==> src/rtl/timer_io_pkg.sv <==
// constants and types for the timer i/o control guard
`default_nettype none
package timer_io_pkg;
  // register indices on the plain register port
  localparam logic [2:0] ctl_primary_offset = 3'h0;
  localparam logic [2:0] ctl_secondary_offset = 3'h1;
  localparam logic [2:0] output_ctl_offset = 3'h2;
  localparam logic [2:0] capture_ctl_offset = 3'h3;
  localparam logic [2:0] event_trig_ctl_offset = 3'h4;
  localparam logic [2:0] guard_status_offset = 3'h5;
  // field positions
  localparam int run_enable_pos = 7;
  localparam int ext_event_enable_pos = 5;
  localparam int output0_pin_enable_pos = 0;
  localparam int output0_level_select_pos = 1;
  localparam int output1_pin_enable_pos = 2;
  localparam int output1_level_select_pos = 3;
  // operating mode encodings
  localparam logic [2:0] mode_event_count = 3'h1;
  localparam logic [2:0] mode_ext_trigger_pulse = 3'h2;
  localparam logic [2:0] mode_one_shot_pulse = 3'h3;
  localparam logic [2:0] mode_free_running = 3'h5;
  localparam logic [2:0] mode_pulse_width = 3'h6;
  // edge select encodings
  localparam logic [1:0] edge_none = 2'h0;
  localparam logic [1:0] edge_rising = 2'h1;
  localparam logic [1:0] edge_falling = 2'h2;
  localparam logic [1:0] edge_both = 2'h3;
  // reset values
  localparam logic [7:0] reg_reset_value = 8'h00;
  // register port request
  typedef struct packed {
    logic [2:0] addr;
    logic [7:0] wdata;
    logic wr;
    logic rd;
  } reg_req_type;
endpackage : timer_io_pkg
`default_nettype wire

==> src/rtl/edge_sense.sv <==
// synchronised edge detector with selectable edge
`default_nettype none
module edge_sense (
  input wire logic sys_clk, // 40 mhz clock
  input wire logic rst, // async reset, active high
  input wire logic pin, // raw pin from outside
  input wire logic [1:0] edge_select, // which edge counts
  output logic edge_seen // one-cycle pulse on chosen edge
);
  import timer_io_pkg::*;

  typedef struct packed {
    logic meta; // first sync stage, read only by stage two
    logic sync; // second sync stage
    logic prev; // sync delayed once for edge compare
  } edge_state_type;

  edge_state_type state;
  edge_state_type next_state;

  // shift pin through two stages, then keep one history bit
  always_comb begin
    next_state = state;
    next_state.meta = pin;
    next_state.sync = state.meta;
    next_state.prev = state.sync;
  end

  always_ff @(posedge sys_clk or posedge rst) begin
    if (rst) begin
      state <= '0;
    end else begin
      state <= next_state;
    end
  end

  // edge decode works only on synchronised bits
  always_comb begin
    case (edge_select)
      edge_rising: edge_seen = state.sync & ~state.prev;
      edge_falling: edge_seen = ~state.sync & state.prev;
      edge_both: edge_seen = state.sync ^ state.prev;
      default: edge_seen = 1'b0; // no edge selected
    endcase
  end
endmodule : edge_sense
`default_nettype wire

==> src/rtl/timer_io_control_guard.sv <==
// timer i/o control registers, pin levels and gated edge inputs
//
// Function
// - output pin follows level select when idle
// - capture only in free-run or pulse-width mode
// - event edge used if enabled or mode 001
// - identical writes while running have no effect
// - trigger edge used only in modes 010/011
// - event count mode counts regardless of enable
//
// The address-and-strobe port and the placing of the registers were decided locally.
`default_nettype none
module timer_io_control_guard (
  input wire logic sys_clk, // 40 mhz clock
  input wire logic rst, // async reset, active high
  input wire timer_io_pkg::reg_req_type bus_req, // register request
  output logic [7:0] rdata, // read data, cycle after read strobe
  input wire logic [1:0] compare_toggle, // toggle requests from compare
  input wire logic [1:0] capture_pin, // capture input pins
  input wire logic event_pin, // external event input pin
  input wire logic trigger_pin, // external trigger input pin
  output logic [1:0] timer_output_pin, // timer output pin levels
  output logic [1:0] capture_strobe, // capture pulses to counter
  output logic event_strobe, // count pulse to counter
  output logic trigger_strobe, // trigger pulse to counter
  output logic timer_run_enable, // run enable to counter
  output logic [2:0] operating_mode // mode field to counter
);
  import timer_io_pkg::*;

  typedef struct packed {
    logic run; // timer run enable
    logic eee; // external event enable
    logic [2:0] mode; // operating mode select
    logic [3:0] out_ctl; // ol1 oe1 ol0 oe0
    logic [3:0] cap_ctl; // two edge selects for two captures
    logic [3:0] evt_ctl; // event edge hi/lo, trigger edge hi/lo
    logic violation; // a write tried to change a protected field while running
    logic [1:0] pin_level; // driven output levels
    logic [1:0] capture; // registered capture pulses
    logic event_p; // registered event pulse
    logic trigger_p; // registered trigger pulse
    logic [7:0] rdata; // registered read data
  } guard_state_type;

  guard_state_type state;
  guard_state_type next_state;
  logic [3:0] edge_raw; // capture0, capture1, event, trigger
  logic [3:0] raw_pins; // pins in the same order
  logic [7:0] edge_sel; // edge selects in the same order
  logic wr_changes; // protected write would alter a field

  assign raw_pins = {trigger_pin, event_pin, capture_pin};
  assign edge_sel = {state.evt_ctl[1:0], state.evt_ctl[3:2],
                     state.cap_ctl};

  // one synchronised edge detector per external input
  genvar gi;
  generate
    for (gi = 0; gi < 4; gi++) begin : g_edge
      edge_sense u_edge (
        .sys_clk(sys_clk),
        .rst(rst),
        .pin(raw_pins[gi]),
        .edge_select(edge_sel[2*gi +: 2]),
        .edge_seen(edge_raw[gi])
      );
    end
  endgenerate

  // does this write alter a protected field
  always_comb begin
    wr_changes = 1'b0;
    if (bus_req.addr == ctl_secondary_offset) begin
      wr_changes = ({bus_req.wdata[ext_event_enable_pos],
                     bus_req.wdata[2:0]} != {state.eee, state.mode});
    end else if (bus_req.addr == output_ctl_offset) begin
      wr_changes = (bus_req.wdata[3:0] != state.out_ctl);
    end else if (bus_req.addr == capture_ctl_offset) begin
      wr_changes = (bus_req.wdata[3:0] != state.cap_ctl);
    end else if (bus_req.addr == event_trig_ctl_offset) begin
      wr_changes = (bus_req.wdata[3:0] != state.evt_ctl);
    end
  end

  // next state: register writes, reads, pins and strobes
  always_comb begin
    next_state = state;
    // writes; running protects fields, identical writes pass silently
    if (bus_req.wr) begin
      if (state.run && wr_changes) begin
        next_state.violation = 1'b1;
      end else if (bus_req.addr == ctl_primary_offset) begin
        next_state.run = bus_req.wdata[run_enable_pos];
      end else if (bus_req.addr == ctl_secondary_offset) begin
        next_state.eee = bus_req.wdata[ext_event_enable_pos];
        next_state.mode = bus_req.wdata[2:0];
      end else if (bus_req.addr == output_ctl_offset) begin
        next_state.out_ctl = bus_req.wdata[3:0];
      end else if (bus_req.addr == capture_ctl_offset) begin
        next_state.cap_ctl = bus_req.wdata[3:0];
      end else if (bus_req.addr == event_trig_ctl_offset) begin
        next_state.evt_ctl = bus_req.wdata[3:0];
      end
      // stopping the timer starts the recovery, so flag clears
      if (bus_req.addr == ctl_primary_offset &&
          !bus_req.wdata[run_enable_pos]) begin
        next_state.violation = 1'b0;
      end
    end
    // read data only in the cycle after the strobe
    next_state.rdata = 8'h00;
    if (bus_req.rd) begin
      if (bus_req.addr == ctl_primary_offset) begin
        next_state.rdata = {state.run, 7'h00};
      end else if (bus_req.addr == ctl_secondary_offset) begin
        next_state.rdata = {2'h0, state.eee, 2'h0, state.mode};
      end else if (bus_req.addr == output_ctl_offset) begin
        next_state.rdata = {4'h0, state.out_ctl};
      end else if (bus_req.addr == capture_ctl_offset) begin
        next_state.rdata = {4'h0, state.cap_ctl};
      end else if (bus_req.addr == event_trig_ctl_offset) begin
        next_state.rdata = {4'h0, state.evt_ctl};
      end else if (bus_req.addr == guard_status_offset) begin
        next_state.rdata = {7'h00, state.violation};
      end
    end
    // pin level: idle follows level select, running toggles from it
    if (!(state.run && state.out_ctl[output0_pin_enable_pos])) begin
      next_state.pin_level[0] = state.out_ctl[output0_level_select_pos];
    end else if (compare_toggle[0]) begin
      next_state.pin_level[0] = ~state.pin_level[0];
    end
    if (!(state.run && state.out_ctl[output1_pin_enable_pos])) begin
      next_state.pin_level[1] = state.out_ctl[output1_level_select_pos];
    end else if (compare_toggle[1]) begin
      next_state.pin_level[1] = ~state.pin_level[1];
    end
    // capture only in the two measuring modes
    next_state.capture = 2'h0;
    if (state.run && (state.mode == mode_free_running ||
                      state.mode == mode_pulse_width)) begin
      next_state.capture = edge_raw[1:0];
    end
    // event mode counts even with the enable bit low
    next_state.event_p = state.run && edge_raw[2] &&
        (state.eee || state.mode == mode_event_count);
    // trigger only in the two triggered pulse modes
    next_state.trigger_p = state.run && edge_raw[3] &&
        (state.mode == mode_ext_trigger_pulse ||
         state.mode == mode_one_shot_pulse);
  end

  // single register stage for the whole block
  always_ff @(posedge sys_clk or posedge rst) begin
    if (rst) begin
      state <= '0;
    end else begin
      state <= next_state;
    end
  end

  assign rdata = state.rdata;
  assign timer_output_pin = state.pin_level;
  assign capture_strobe = state.capture;
  assign event_strobe = state.event_p;
  assign trigger_strobe = state.trigger_p;
  assign timer_run_enable = state.run;
  assign operating_mode = state.mode;

  // idle output follows level select one cycle later
  a_idle_pin_level: assert property (@(posedge sys_clk)
    disable iff (rst)
    !(state.run && state.out_ctl[output0_pin_enable_pos])
    |=> timer_output_pin[0] == $past(state.out_ctl[output0_level_select_pos]))
    else $error("idle output 0 does not follow level select");

  // second output obeys the same idle rule on its own bits
  a_idle_pin_one: assert property (@(posedge sys_clk)
    disable iff (rst)
    !(state.run && state.out_ctl[output1_pin_enable_pos])
    |=> timer_output_pin[1] == $past(state.out_ctl[output1_level_select_pos]))
    else $error("idle output 1 does not follow level select");

  // capture pulses only in measuring modes
  a_capture_mode_gate: assert property (@(posedge sys_clk)
    disable iff (rst)
    (capture_strobe != 2'h0) |-> ($past(state.mode) == mode_free_running ||
                                  $past(state.mode) == mode_pulse_width))
    else $error("capture outside measuring modes");

  // event edge only when enabled or in count mode
  a_event_gate: assert property (@(posedge sys_clk)
    disable iff (rst)
    event_strobe |-> ($past(state.eee) ||
                      $past(state.mode) == mode_event_count))
    else $error("event pulse without enable or count mode");

  // count mode passes edges with enable low
  a_event_count_mode: assert property (@(posedge sys_clk)
    disable iff (rst)
    (state.run && state.mode == mode_event_count && edge_raw[2])
    |=> event_strobe)
    else $error("event count mode dropped an edge");

  // trigger only in pulse modes
  a_trigger_gate: assert property (@(posedge sys_clk)
    disable iff (rst)
    trigger_strobe |-> ($past(state.mode) == mode_ext_trigger_pulse ||
                        $past(state.mode) == mode_one_shot_pulse))
    else $error("trigger outside pulse modes");

  // identical writes while running leave everything unchanged
  a_same_write_quiet: assert property (@(posedge sys_clk)
    disable iff (rst)
    (bus_req.wr && state.run && !wr_changes &&
     bus_req.addr != ctl_primary_offset)
    |=> $stable(state.out_ctl) && $stable(state.cap_ctl) &&
        $stable(state.evt_ctl) && $stable(state.mode) &&
        $stable(state.violation))
    else $error("identical write while running had an effect");

  // a changed write while running is dropped whole and flagged;
  // dropping keeps a running counter from seeing a half-applied setup
  a_changed_write_dropped: assert property (@(posedge sys_clk)
    disable iff (rst)
    (bus_req.wr && state.run && wr_changes)
    |=> $stable(state.out_ctl) && $stable(state.cap_ctl) &&
        $stable(state.evt_ctl) && $stable(state.mode) &&
        $stable(state.eee) && state.violation)
    else $error("changed write while running was not dropped");
endmodule : timer_io_control_guard
`default_nettype wire

==> config.mk <==
export PLATFORM = sky130hd
export DESIGN_NAME = timer_io_control_guard
export DESIGN_NICKNAME = d
export VERILOG_FILES = /design/src/rtl/timer_io_pkg.sv /design/src/rtl/edge_sense.sv /design/src/rtl/timer_io_control_guard.sv
export SDC_FILE = /design/constraint.sdc
export NUM_CORES = 1
export LEC_CHECK = 0
export BUFFER_PORTS_ARGS = -buffer_cell sky130_fd_sc_hd__buf_4
export CORE_UTILIZATION = 58
export CTS_BUF_LIST = sky130_fd_sc_hd__clkbuf_4 sky130_fd_sc_hd__clkbuf_8
export DETAILED_ROUTE_END_ITERATION = 7
export PLACE_DENSITY_LB_ADDON = 0.15
export SYNTH_ARGS = -nofsm -noshare
export SYNTH_HDL_FRONTEND = slang
export SYNTH_HIERARCHICAL = 1
export SYNTH_SLANG_ARGS = --single-unit
==> constraint.sdc <==
create_clock -name sys_clk -period 2.4 [get_ports sys_clk]
set_clock_uncertainty 0.2 [all_clocks]
set_input_delay 0.48 -clock sys_clk [delete_from_list [all_inputs] [get_ports sys_clk]]
set_output_delay 0.48 -clock sys_clk [all_outputs]
set_load 0.02 [all_outputs]
==> impl_metrics.env <==
export IMPL_timing_fmax_mhz=426
export IMPL_grt_max_degree=31
export IMPL_status="finished, final reports clean"
export IMPL_dp_slack_ns=-0.140
export IMPL_grt_usage_pct=23.7
export IMPL_hp_class="in -> reg"
export IMPL_p_per_area_nw_per_um2=785
export IMPL_grt_overflow=0
export IMPL_grt_pass1_vias=1633
export IMPL_crit_end="edge_sel[7]"
export IMPL_hold_path_depth=1
export IMPL_vias_per_cell=5.39
export IMPL_wl_per_cell_microns=14.7
export IMPL_worst_setup_path_start_kind="flip-flop"
export IMPL_crit_reg2reg_launch="edge_sel[5]"
export IMPL_synth_area_sq_um=2270
export IMPL_period_share_pct=97.8
export IMPL_yosysSeqAreaShare_pct=46.4
export IMPL_drtIter0Drc=126
export IMPL_seqPwrFrac_pct=44.8
export IMPL_dieArea_sq_um=4160
export IMPL_syn_to_final_growth_pct=18.3
export IMPL_grt_first_pass_wirelength_microns=7390
export IMPL_antenna_cells=0
export IMPL_place_hpwl_microns=3320
export IMPL_path_clk_slew_ns=0.08
export IMPL_clock_latency_ns=0.29
export IMPL_drc_errors=0
export IMPL_p_comb_share_pct=32.7
export IMPL_cts_hold_buf=1
export IMPL_numCtsBuffers=5
export IMPL_final_nets=277
export IMPL_ios=39
export IMPL_crit_type="reg -> reg"
export IMPL_antenna_found_initial=0
export IMPL_synth_top_cell_area_share_pct=46.4
export IMPL_p_clk_share_pct=22.5
export IMPL_htreeDepth=2
export IMPL_firstDrtPassIters=4
export IMPL_r2r_setup_slack_ns=0.05
export IMPL_gp_congestion=0.921
export IMPL_cap_violations=0
export IMPL_yosys_cell_types_count=39
export IMPL_finalSetupViolCount=0
export IMPL_clockBufferDepth=2
export IMPL_routed_via_count=1602
export IMPL_sw_frac_of_total_pct=32.8
export IMPL_ctsResizeCount=0
export IMPL_wirelength_microns=4360
export IMPL_cts_root_buf="clkbuf_8"
export IMPL_cts_sinks=42
export IMPL_p_int_w=0.00141
export IMPL_layout_drive_gt1_share_pct=34.1
export IMPL_peakVddDrop_mv=0.539
export IMPL_coreArea_sq_um=3720
export IMPL_net_switching_power_w=0.000691
export IMPL_ys_top_cells_by_area="dfrtp_1, mux2_2, xor2_1, buf_4, ha_1"
export IMPL_fin_crit_ns=2.35
export IMPL_hold_viol=0
export IMPL_die_x_microns=64.5
export IMPL_syn_inst=207
export IMPL_drtAntennaViolNets=0
export IMPL_setup_ws_ns=0.0538
export IMPL_rows=22
export IMPL_cts_tree="built"
export IMPL_final_max_slew_viol_count=0
export IMPL_rr_endpoint="edge_sel[7]"
export IMPL_cp_startpoint="edge_sel[5]"
export IMPL_die_h_microns=64.5
export IMPL_cp_data_required_time_ns=2.38
export IMPL_yosysWarnings=6
export IMPL_port_buffer_count=34
export IMPL_final_cell_count_no_fill=297
export IMPL_synth_avg_cell_area_sq_um=10.9
export IMPL_post_cts_setup_buffer_count=0
export IMPL_dp_cells=288
export IMPL_initial_utilization_pct=61.0
export IMPL_power_leakage_nw=1.32
export IMPL_ys_seq_elements=42
export IMPL_worst_path_max_fanout=4
export IMPL_rsz0062_at_grt="no"
export IMPL_fin_util_pct=72.2
export IMPL_yosys_area_top_type="dfrtp_1"
export IMPL_arrival_ns=2.33
export IMPL_cp_end_kind="flip-flop"
export IMPL_worstRegToRegCells=5
## layout make-up
class                   count  area (sq um)
flip-flops and latches     42          1050
fillers                   298          1030
multi-input cells         127           992
repair buffers             56           423
clock buffers               6          82.6
inverters                  16          60.1
well taps                  48          60.1
clock inverters             2          12.5
## cells in the final DEF (no fill, tap or decap), drive strengths merged, types with 2 or more instances in the layout
| master | instances |
|---|---|
| a22oi | 2 |
| nor2b | 12 |
| and2 | 2 |
| nor2 | 7 |
| xnor2 | 6 |
| and3 | 3 |
| buf | 55 |
| xor2 | 13 |
| and4b | 2 |
| ha | 8 |
| o21ai | 12 |
| clkbuf | 6 |
| o41ai | 2 |
| inv | 16 |
| conb | 2 |
| a21oi | 5 |
| nand2b | 3 |
| nand2 | 10 |
| a31oi | 6 |
| dfrtp | 42 |
| mux2 | 19 |
## logic make-up after synthesis
group,share of synthesized area (%)
mux,10.5
simple gates,10.9
flops,46.4
other cells,0.165
buf+inv,9.99
xor+xnor,7.34
compound gates,10.2
fa+ha+maj,4.42
## synth_stat cells
master,instances
and2_1,2
inv_1,16
o211ai_1,1
nand2b_1,3
and4b_1,2
a31oi_1,6
o21ai_1,8
buf_2,1
o41ai_2,2
nor2_1,7
a22oi_1,2
nor4_1,1
dfrtp_1,42
or3_1,1
nand2_1,10
a211oi_1,1
a41o_1,1
a311o_1,1
nor3_1,1
xnor2_1,6
nor2b_1,12
mux2_2,15
o21a_1,1
clkbuf_1,2
buf_6,3
mux2_4,4
xor2_1,13
and3_1,3
a221o_1,1
nor3b_1,1
o21ai_0,4
buf_1,2
conb_1,1
buf_4,15
o2111ai_1,1
a21oi_1,5
mux2i_1,1
ha_1,8
or4b_4,1
## metrics by stage
stage | setup TNS, ns | power, W | hold slack (ns) | area, sq um
4_1_cts | 0 | 0.00211 | 0.0835 | 2680
5_1_grt | 0 | 0.00222 | 0.0802 | 2680
2_1_floorplan | 0 | 0.00141 | 0.0336 | 2270
6_report | 0 | 0.00211 | 0.0871 | 2680
3_5_place_dp | -0.665 | 0.00164 | 0.136 | 2580
3_3_place_gp | -0.400 | 0.00162 | 0.136 | 2580
## worst max-delay path, stage by stage (launching register included)
cell	delay [ns]
dfrtp_1	0.40
xor2_1	0.18
o41ai_2	0.44
a31oi_1	0.14
or4b_4	0.56
mux2_4	0.32
## power by group through the flow
| stage | registers [W] | logic, W | clock network (W) |
|---|---|---|---|
| detailed placement | 0.000958 | 0.000683 | 0 |
| global placement | 0.000948 | 0.000670 | 0 |
| finish | 0.000944 | 0.000688 | 0.000473 |
| global route | 0.000961 | 0.000752 | 0.000502 |
| floorplan | 0.000957 | 0.000451 | 0 |
| CTS | 0.000944 | 0.000690 | 0.000479 |
## per-layer routing
metal / vias to the layer above / track usage [%] / part of all wire, %
met4: 0 / 9.72 / 2.1
met3: 11 / 5.11 / 5.4
met2: 54 / 40.8 / 50
met5: - / 0 / 0
li1: 760 / - / -
met1: 777 / 28.7 / 43
## worst min-delay path by stage
stage | slack, ns | startpoint | end
2_1_floorplan | 0.03 | rst | g_edge[0].u_edge/next_state[0]
3_3_place_gp | 0.14 | g_edge[2].u_edge/next_state[1] | g_edge[2].u_edge/next_state[0]
3_5_place_dp | 0.14 | g_edge[0].u_edge/next_state[1] | g_edge[0].u_edge/next_state[0]
4_1_cts | 0.08 | capture_pin[0] | g_edge[0].u_edge/next_state[1]
5_1_grt | 0.08 | trigger_pin | g_edge[3].u_edge/next_state[1]
6_report | 0.09 | trigger_pin | g_edge[3].u_edge/next_state[1]
## registers in the layout, summed over array words and instances, names as in the netlist, 2 cells and up
register / cells
operating_mode: 3
capture_strobe: 2
g_edge.u_edge/state: 4
g_edge.u_edge/next_state: 8
rdata: 6
state: 6
edge_sel: 8
timer_output_pin: 2
Power figures use the tool's default switching activity.
